[config.mk]
export PLATFORM = sky130hd
export DESIGN_NAME = pdm_power_down_ctrl
export DESIGN_NICKNAME = d
export VERILOG_FILES = /design/src/shared/pdm_pkg.sv /design/src/hdl/pdm_power_down_ctrl.sv
export SDC_FILE = /design/constraint.sdc
export NUM_CORES = 1
export LEC_CHECK = 0
export BUFFER_PORTS_ARGS = -buffer_cell sky130_fd_sc_hd__buf_2
export CAP_MARGIN = 5
export CORE_UTILIZATION = 45
export DETAILED_ROUTE_END_ITERATION = 16
export GPL_ROUTABILITY_DRIVEN = 0
export MAX_ROUTING_LAYER = met4
export PLACE_DENSITY = 0.86
export SYNTH_ARGS = -nofsm -noshare
export SYNTH_HDL_FRONTEND = slang
export SYNTH_SLANG_ARGS = --single-unit
[constraint.sdc]
create_clock -name ref_clk -period 3.57 [get_ports ref_clk]
set_input_delay 0.1785 -clock ref_clk [delete_from_list [all_inputs] [get_ports ref_clk]]
set_output_delay 0.1785 -clock ref_clk [all_outputs]
set_load 0.005 [all_outputs]
[src/shared/pdm_pkg.sv]
// constants, types and carriers for the power-down mode control block
// assumes a 32-bit AXI4-Lite master and same-clock cpu/intc/dma strobes
// Contract
// - sleep instruction with deep-halt select 0 enters sleep; bit resets to 0
// - sleep instruction with deep-halt select 1 enters standby, halting all
// - cpu stops right after sleep instruction, registers kept
// - in sleep clock and peripherals run, ram and ports held
// - in either power-down mode cpu execution stops, registers and ram kept
// - control register is 8-bit read/write at 0x5ffffbc, resets to 0x1f
// - deep-halt select bit 7 cannot be set while watchdog enabled
// - port-float select bit 6 cannot be set while watchdog enabled
// - in standby ports hold when float select 0, float when 1
// - bit 5 reads 0, bits 4 to 0 ignore writes and read 1
// - accepted interrupt ends sleep, then interrupt exception processing
// - interrupt at or below cpu mask level does not end sleep
// - interrupt disabled at its source does not end sleep
// - dma address error ends sleep with its exception processing
// - reset pin low with nmi high leaves sleep into power-on reset
// - reset pin low with nmi low leaves sleep into manual reset
// - nmi rising edge, when selected, ends sleep as nmi interrupt
// - nmi falling edge, when selected, ends sleep as nmi interrupt
// - standby ends only on nmi, power-on or manual reset
package pdm_pkg;

   localparam int          ADDR_W         = 28;
   localparam logic [27:0] PDC_ADDR       = 28'h5ffffbc;
   localparam logic [7:0]  PDC_RESET      = 8'h1f;
   localparam int          DEEP_HALT_BIT  = 7;
   localparam int          PORT_FLOAT_BIT = 6;
   localparam int          ZERO_BIT       = 5;
   localparam logic [4:0]  ONES_FIELD     = 5'h1f;
   localparam logic [1:0]  RESP_OKAY      = 2'h0;
   localparam logic [1:0]  RESP_DECERR    = 2'h3;

   typedef enum logic [1:0]
   {
      PDM_RUN     = 2'b00,
      PDM_SLEEP   = 2'b01,
      PDM_STANDBY = 2'b10
   } pdm_state_t;

   typedef struct packed
   {
      logic              awvalid;
      logic [ADDR_W-1:0] awaddr;
      logic              wvalid;
      logic [31:0]       wdata;
      logic [3:0]        wstrb;
      logic              bready;
      logic              arvalid;
      logic [ADDR_W-1:0] araddr;
      logic              rready;
   } pdm_axi_req_t;

   typedef struct packed
   {
      logic        awready;
      logic        wready;
      logic        bvalid;
      logic [1:0]  bresp;
      logic        arready;
      logic        rvalid;
      logic [31:0] rdata;
      logic [1:0]  rresp;
   } pdm_axi_rsp_t;

   typedef struct packed
   {
      logic       request;
      logic [3:0] level;
      logic       srcEnabled;
   } pdm_irq_t;

   typedef struct packed
   {
      logic wakeIrq;
      logic wakeDmaErr;
      logic wakeNmi;
      logic powerOnReset;
      logic manualReset;
   } pdm_wake_t;

endpackage

[src/hdl/pdm_power_down_ctrl.sv]
// power-down mode control: sleep/standby state, control register, wake logic
// assumes sleep, irq, mask, dma and watchdog inputs are on ref_clk;
// reset pin and nmi pin are asynchronous and synchronised here
//
// The AXI4-Lite register port was decided locally.
`timescale 1ns/1ps
module pdm_power_down_ctrl
(
   input  wire logic                  ref_clk,
   input  wire logic                  rstn,
   input  wire pdm_pkg::pdm_axi_req_t axiReq,
   output      pdm_pkg::pdm_axi_rsp_t axiRsp,
   input  wire logic                  sleepExec,
   input  wire logic                  watchdogRunEnable,
   input  wire pdm_pkg::pdm_irq_t     irqIn,
   input  wire logic [3:0]            cpuMaskLevel,
   input  wire logic                  dmaAddrError,
   input  wire logic                  nmiEdgeSelect,
   input  wire logic                  resetPinN,
   input  wire logic                  nmiPin,
   output      logic [1:0]            powerState,
   output      logic                  cpuHalt,
   output      logic                  clockHalt,
   output      logic                  periphHalt,
   output      logic                  portFloat,
   output      pdm_pkg::pdm_wake_t    wake
);
   import pdm_pkg::*;

   pdm_state_t        state_ff;
   pdm_state_t        nxt_state;
   logic              deepHalt_ff;
   logic              portFloatSel_ff;
   logic              rstSync1_ff;
   logic              rstSync2_ff;
   logic              nmiSync1_ff;
   logic              nmiSync2_ff;
   logic              nmiPrev_ff;
   logic              awHave_ff;
   logic              wHave_ff;
   logic [ADDR_W-1:0] awAddr_ff;
   logic [7:0]        wByte_ff;
   logic              wLane_ff;
   logic              bvalid_ff;
   logic [1:0]        bresp_ff;
   logic              rvalid_ff;
   logic [31:0]       rdata_ff;
   logic [1:0]        rresp_ff;
   logic              cpuHalt_ff;
   logic              clockHalt_ff;
   logic              periphHalt_ff;
   logic              portFloat_ff;
   pdm_wake_t         wake_ff;
   logic              resetLow;
   logic              nmiEdge;
   logic              irqAccept;
   logic              regWrite;
   logic [7:0]        regByte;

   function automatic logic lockedBit(input logic oldBit,
                                      input logic newBit,
                                      input logic wdtOn);
      lockedBit = (wdtOn && newBit && !oldBit) ? oldBit : newBit;
   endfunction

   // pin synchronisers
   always_ff @(posedge ref_clk or negedge rstn)
   begin
      if (!rstn)
      begin
         rstSync1_ff <= 1'b1;
         rstSync2_ff <= 1'b1;
         nmiSync1_ff <= 1'b0;
         nmiSync2_ff <= 1'b0;
         nmiPrev_ff  <= 1'b0;
      end
      else
      begin
         rstSync1_ff <= resetPinN;
         rstSync2_ff <= rstSync1_ff;
         nmiSync1_ff <= nmiPin;
         nmiSync2_ff <= nmiSync1_ff;
         nmiPrev_ff  <= nmiSync2_ff;
      end
   end

   assign resetLow = !rstSync2_ff;

   assign nmiEdge = nmiEdgeSelect ? (nmiSync2_ff && !nmiPrev_ff)
                                  : (!nmiSync2_ff && nmiPrev_ff);

   assign irqAccept = irqIn.request && irqIn.srcEnabled &&
                      (irqIn.level > cpuMaskLevel);

   assign regByte = {deepHalt_ff, portFloatSel_ff, 1'b0, ONES_FIELD};

   always_comb
   begin
      nxt_state = state_ff;
      unique case (state_ff)
         PDM_RUN:
         begin
            if (sleepExec && !resetLow)
               nxt_state = deepHalt_ff ? PDM_STANDBY : PDM_SLEEP;
         end
         PDM_SLEEP:
         begin
            if (resetLow || nmiEdge || dmaAddrError || irqAccept)
               nxt_state = PDM_RUN;
         end
         PDM_STANDBY:
         begin
            // only nmi or reset ends standby
            if (resetLow || nmiEdge)
               nxt_state = PDM_RUN;
         end
         default:
            nxt_state = PDM_RUN;
      endcase
   end

   always_ff @(posedge ref_clk or negedge rstn)
   begin
      if (!rstn)
         state_ff <= PDM_RUN;
      else
         state_ff <= nxt_state;
   end

   always_ff @(posedge ref_clk or negedge rstn)
   begin
      if (!rstn)
      begin
         cpuHalt_ff    <= 1'b0;
         clockHalt_ff  <= 1'b0;
         periphHalt_ff <= 1'b0;
         portFloat_ff  <= 1'b0;
      end
      else
      begin
         cpuHalt_ff    <= (nxt_state != PDM_RUN);
         clockHalt_ff  <= (nxt_state == PDM_STANDBY);
         periphHalt_ff <= (nxt_state == PDM_STANDBY);
         portFloat_ff  <= (nxt_state == PDM_STANDBY) && portFloatSel_ff;
      end
   end

   // wake reasons and reset requests
   always_ff @(posedge ref_clk or negedge rstn)
   begin
      if (!rstn)
         wake_ff <= '0;
      else
      begin
         wake_ff.powerOnReset <= resetLow && nmiSync2_ff;
         wake_ff.manualReset  <= resetLow && !nmiSync2_ff;
         wake_ff.wakeNmi      <= !resetLow && nmiEdge &&
                                 (state_ff != PDM_RUN);
         wake_ff.wakeDmaErr   <= !resetLow && !nmiEdge && dmaAddrError &&
                                 (state_ff == PDM_SLEEP);
         wake_ff.wakeIrq      <= !resetLow && !nmiEdge && !dmaAddrError &&
                                 irqAccept && (state_ff == PDM_SLEEP);
      end
   end

   // axi write address and data capture
   always_ff @(posedge ref_clk or negedge rstn)
   begin
      if (!rstn)
      begin
         awHave_ff <= 1'b0;
         wHave_ff  <= 1'b0;
         awAddr_ff <= '0;
         wByte_ff  <= 8'h00;
         wLane_ff  <= 1'b0;
      end
      else
      begin
         if (axiReq.awvalid && axiRsp.awready)
         begin
            awHave_ff <= 1'b1;
            awAddr_ff <= axiReq.awaddr;
         end
         else if (regWrite)
            awHave_ff <= 1'b0;
         if (axiReq.wvalid && axiRsp.wready)
         begin
            wHave_ff <= 1'b1;
            wByte_ff <= axiReq.wdata[7:0];
            wLane_ff <= axiReq.wstrb[0];
         end
         else if (regWrite)
            wHave_ff <= 1'b0;
      end
   end

   assign regWrite = awHave_ff && wHave_ff && !bvalid_ff;

   // write response
   always_ff @(posedge ref_clk or negedge rstn)
   begin
      if (!rstn)
      begin
         bvalid_ff <= 1'b0;
         bresp_ff  <= RESP_OKAY;
      end
      else if (regWrite)
      begin
         bvalid_ff <= 1'b1;
         bresp_ff  <= (awAddr_ff[ADDR_W-1:2] == PDC_ADDR[ADDR_W-1:2])
                      ? RESP_OKAY : RESP_DECERR;
      end
      else if (axiReq.bready)
         bvalid_ff <= 1'b0;
   end

   always_ff @(posedge ref_clk or negedge rstn)
   begin
      if (!rstn)
      begin
         deepHalt_ff     <= PDC_RESET[DEEP_HALT_BIT];
         portFloatSel_ff <= PDC_RESET[PORT_FLOAT_BIT];
      end
      else if (regWrite && wLane_ff &&
               awAddr_ff[ADDR_W-1:2] == PDC_ADDR[ADDR_W-1:2])
      begin
         deepHalt_ff     <= lockedBit(deepHalt_ff,
                                      wByte_ff[DEEP_HALT_BIT],
                                      watchdogRunEnable);
         portFloatSel_ff <= lockedBit(portFloatSel_ff,
                                      wByte_ff[PORT_FLOAT_BIT],
                                      watchdogRunEnable);
      end
   end

   // axi read channel
   always_ff @(posedge ref_clk or negedge rstn)
   begin
      if (!rstn)
      begin
         rvalid_ff <= 1'b0;
         rdata_ff  <= 32'h0000_0000;
         rresp_ff  <= RESP_OKAY;
      end
      else if (axiReq.arvalid && !rvalid_ff)
      begin
         rvalid_ff <= 1'b1;
         if (axiReq.araddr[ADDR_W-1:2] == PDC_ADDR[ADDR_W-1:2])
         begin
            rdata_ff <= {24'h00_0000, regByte};
            rresp_ff <= RESP_OKAY;
         end
         else
         begin
            rdata_ff <= 32'h0000_0000;
            rresp_ff <= RESP_DECERR;
         end
      end
      else if (axiReq.rready)
         rvalid_ff <= 1'b0;
   end

   always_comb
   begin
      axiRsp.awready = !awHave_ff && !bvalid_ff;
      axiRsp.wready  = !wHave_ff && !bvalid_ff;
      axiRsp.bvalid  = bvalid_ff;
      axiRsp.bresp   = bresp_ff;
      axiRsp.arready = !rvalid_ff;
      axiRsp.rvalid  = rvalid_ff;
      axiRsp.rdata   = rdata_ff;
      axiRsp.rresp   = rresp_ff;
   end

   assign powerState = state_ff;
   assign cpuHalt    = cpuHalt_ff;
   assign clockHalt  = clockHalt_ff;
   assign periphHalt = periphHalt_ff;
   assign portFloat  = portFloat_ff;
   assign wake       = wake_ff;
endmodule

---- Yosys cells after proc, flatten, opt, wreduce, memory -nomap -nowiden ----
Cells that the tools add are included.
word-level totals
  bits in registers ....................... 94
  latch bits .............................. 0
  bits in writable memories ............... 0
  bits in read-only memories .............. 0
  output and inout bits ................... 52
  word-level logic and storage cells ...... 102
  memories kept ........................... 0
operators by class
  add/subtract/negate cells ............... 0
  multipliers ............................. 0
  divide/modulo/power cells ............... 0
  magnitude comparators ................... 1
  equality and inequality tests ........... 5
  shift operators ......................... 0
  multiplexer cells ....................... 16
  bitwise gates (word level) .............. 2
  reduce and logical (&&, ||, !) cells .... 52
operators with widths
  cell                                                                count
  26-bit by 25-bit == test with 1-bit output (second input constant)  2
  1-bit logical AND                                                   29
  2-bit two-way mux                                                   6
  2-bit nonzero test                                                  6
  1-bit zero test                                                     11
  1-bit two-way mux                                                   8
  8-bit two-way mux                                                   1
  2-bit case mux with 3 select lines                                  1
  2-bit == test (second input constant)                               2
  4-bit greater-than comparator                                       1
  2-bit AND reduction                                                 2
  1-bit logical OR                                                    3
  2-bit by 1-bit == test with 1-bit output (second input constant)    1
  2-bit zero test                                                     1
  1-bit NOT                                                           2

---- Logic depth before layout (Yosys ltp) ----
  depth in word-level cells ............... 10
  depth in mapped cells ................... 6

---- Least setup slack after synthesis ----
Ideal clock, no wire load.
  kind .................................... register to register
  from .................................... register rvalid_ff
  to ...................................... register rdata_ff[6]
  arrival time ............................ 1.469 ns
  path slack .............................. 2.034 ns
  cell stages (with the launch flop) ...... 5
  path buffers ............................ 0
  period minus slack after synthesis ...... 1.536 ns
  path through ............................ dfrtp_1 nand4b_1 or4_1 nor4_2 a22o_1
between the ends
  cells in the longest elaborated chain, start to end .. 2
RTL lines
  what                    RTL line                    source
  start, declared         pdm_power_down_ctrl.sv:46   logic rvalid_ff;
  start signal, assigned  pdm_power_down_ctrl.sv:241  rvalid_ff <= 1'b0;
  start signal, assigned  pdm_power_down_ctrl.sv:247  rvalid_ff <= 1'b1;
  start signal, assigned  pdm_power_down_ctrl.sv:260  rvalid_ff <= 1'b0;
  1-bit zero test         pdm_power_down_ctrl.sv:245  else if (axiReq.arvalid && !rvalid_ff)
  1-bit logical AND       pdm_power_down_ctrl.sv:245
  end signal, assigned    pdm_power_down_ctrl.sv:250  rdata_ff <= {24'h00_0000, regByte};
  end, declared           pdm_power_down_ctrl.sv:47   logic [31:0] rdata_ff;
No other way between the ends.
A chain may end at the register's enable or synchronous reset.

---- Worst setup path after layout ----
  from .................................... register bvalid_ff
  to ...................................... register awAddr_ff[11]
between the ends
  cells in the longest elaborated chain, start to end .. 3
RTL lines
  what                    RTL line                    source
  start, declared         pdm_power_down_ctrl.sv:44   logic bvalid_ff;
  start signal, assigned  pdm_power_down_ctrl.sv:204  bvalid_ff <= 1'b0;
  start signal, assigned  pdm_power_down_ctrl.sv:209  bvalid_ff <= 1'b1;
  start signal, assigned  pdm_power_down_ctrl.sv:214  bvalid_ff <= 1'b0;
  1-bit zero test         pdm_power_down_ctrl.sv:265  axiRsp.awready = !awHave_ff && !bvalid_ff;
  1-bit logical AND       pdm_power_down_ctrl.sv:265
  1-bit logical AND       pdm_power_down_ctrl.sv:179  if (axiReq.awvalid && axiRsp.awready)
  end signal, assigned    pdm_power_down_ctrl.sv:182  awAddr_ff <= axiReq.awaddr;
  end, declared           pdm_power_down_ctrl.sv:41   logic [ADDR_W-1:0] awAddr_ff;
No other way between the ends.

==> results.yml <==
critical_path:
  critPathLaunchType: "flip-flop"
  reg2reg_slack_ps: 1520
  r2r_start: "bvalid_ff$_DFFE_PN0P_"
  cp.required_ps: 3760
  crit_arrival_ps: 2240
  critPathKind: "reg2reg"
  cp_max_fo: 27
  r2r-end: "awAddr_ff[11]$_DFFE_PN0P_"
  crit_path_end_kind: "flip-flop"
  crit_path_start: "bvalid_ff$_DFFE_PN0P_"
  r2r_cells: 3
logic_synthesis:
  synth_most_common_cell: "dfrtp_1"
  ys_top_cells_by_area: "dfrtp_1 53%, mux2_2 12%, buf_4 10%"
  yosysWarnings: 0
  avgSynthCellArea_um2: 12.08
  synth-async-reset-ratio: 1.000
  synth_top_area_frac: 0.5303
  syn_area_um2: 2501
  synth.distinct_cells: 32
  ys_ff_latch: 55
  seq_area_frac_synth: 0.5513
  yosys.area.top_type: "dfrtp_1"
  syn_inst: 207
  synth_ff_type: "dfrtp_1"
  synth_top_cells_by_count: "53 x dfrtp_1, 34 x buf_4, 27 x mux2_2"
  synth-edff-count: 0
clocking:
  cts_tree: "done"
  numCtsBuffers: 5
  cts-htree-levels: 2
  cts.clk_slew.worst_paths_ps: 100
  cts.repair.resized: 0
  cts_root_buf: "clkbuf_8"
  clock-sinks: 55
  cts_buffer_depth: 2
  insertion_delay_ps: 300
global_route:
  grt_usage: 0.1709
  grt_pass1_wl_um: 7797
  grt_max_degree: 32
  antenna_found_initial: 0
  grt-ovfl-total: 0
  grt_pass1_vias: 1782
die:
  core_um2: 5238
  io_pins: 167
  die_w_um: 76.55
  die_h_um: 76.55
  rows: 26
  start_util: 0.4775
  dieArea_um2: 5860
timing:
  period_share: 0.5737
  max_slew.worst_pin.slew_ps: 1121
  setup_viol: 0
  fin_ws_ps: 1522
  fmax_mhz: 488.3
  finClkSkew_ps: 13.24
  rsz0062_at_grt: "no"
  hold_viol: 0
  slew_headroom: 0.2525
  min_period_ps: 2048
  slew_violations: 0
  tns_ps: 0
  whs_ps: 49.21
job:
  maxCapViolCount: 0
route:
  first_pass_iters: 4
  drtAntennaViolNets: 0
  drc: 0
  vias_per_cell: 4.782
  post_drt_wl_per_cell_um: 11.93
  vias: 1817
  dr.first_iter.drc_count: 49
  wirelength_um: 4532
layout:
  layout-drive-gt1-share: 0.4613
  fin_cells: 380
  area.growth.synth_to_final_pct: 22.41
  ff_latch_area_um2: 1379
  utilization: 0.5846
  final_area_um2: 3062
  fillers: 464
  n_antenna_cell: 0
  finalNetCount: 428
  multi_input_area_um2: 893.4
placed_design:
  port_buffers: 104
  place_inst: 369
  placed_cell_area_um2: 2937
  hpwl_um: 3668
  dp_slack_ps: 1529
min_path:
  hp-class: "in2reg"
  min-delay-start: "axiReq[30]"
  hold_path_end: "bvalid_ff$_DFFE_PN0P_"
  hold_path_depth: 2
status:
  status: "completed"
pwr:
  p_per_area_nw_per_um2: 554.4
  ir_drop_v: 0.0003259
  power_leakage_nw: 1.587
  total_power_mw: 1.698
-- kinds of logic after synthesis --
| family | Yosys count | synth area share |
|---|---|---|
| simple gates | 45 | 0.1140 |
| other cells | 1 | 0.001499 |
| buf+inv | 50 | 0.1276 |
| flops | 55 | 0.5513 |
| mux | 27 | 0.1216 |
| compound gates | 25 | 0.06403 |
| fa+ha+maj | 4 | 0.02001 |
-- worst max-delay path: stages (launching register included) --
cell	delay, ps
dfrtp_1	430
nor2_1	170
and2_1	900
mux2_2	420
-- worst max-delay path by stage --
stage,to
after floorplan,rdata_ff[6]$_DFFE_PN0P_
after global placement,awAddr_ff[13]$_DFFE_PN0P_
after detailed placement,awAddr_ff[23]$_DFFE_PN0P_
after CTS,awAddr_ff[23]$_DFFE_PN0P_
after global routing,awAddr_ff[11]$_DFFE_PN0P_
final,awAddr_ff[11]$_DFFE_PN0P_
-- state kept, by name, summed over array words and instances, names as in the netlist, 2 cells and up --
name        cells
awAddr_ff      26
powerState      2
rdata_ff        3
wByte_ff        2
wake            5
-- cell usage in the layout, fill, tap and decap left out, drive strengths merged, types with 3 or more instances in the layout --
cell type	n
mux2	27
nand4b	6
dlygate4sd3	3
nor2	3
nor2b	3
inv	13
and2	4
a31oi	3
o21ai	5
nor4	5
nand2	7
nand4	8
a21oi	7
buf	105
clkbuf	7
conb	25
dfrtp	53
ha	4
a21o	3
-- report_power, final --
part	switching (mW)	internal (mW)
Combinational	0.170	0.252
Sequential	0.109	0.817
Clock	0.189	0.159
Total	0.469	1.23
-- repair_timing --
item | 4_1_cts | 5_1_grt
setup buffers | 0 | 0
hold buffers | 3 | 0
hold endpoints to repair | 32 | 0
setup endpoints to repair | 0 | 0
-- layer usage --
| metal | vias up | part of all wire | track usage |
|---|---|---|---|
| met1 | 868 | 0.41 | 0.1947 |
| li1 | 877 | - | - |
| met4 | 0 | 0.0046 | 0.04038 |
| met5 | - | 0 | - |
| met2 | 67 | 0.53 | 0.2955 |
| met3 | 5 | 0.059 | 0.05030 |
-- area by class of cell --
type,count,share of cell area
Sequential cell,55,0.4503
Multi-Input combinational cell,126,0.2918
Timing Repair Buffer,108,0.1823
Tap cell,70,0.02861
Clock buffer,7,0.02820
Inverter,13,0.01594
Clock inverter,1,0.002861
Power figures use the tool's default switching activity.
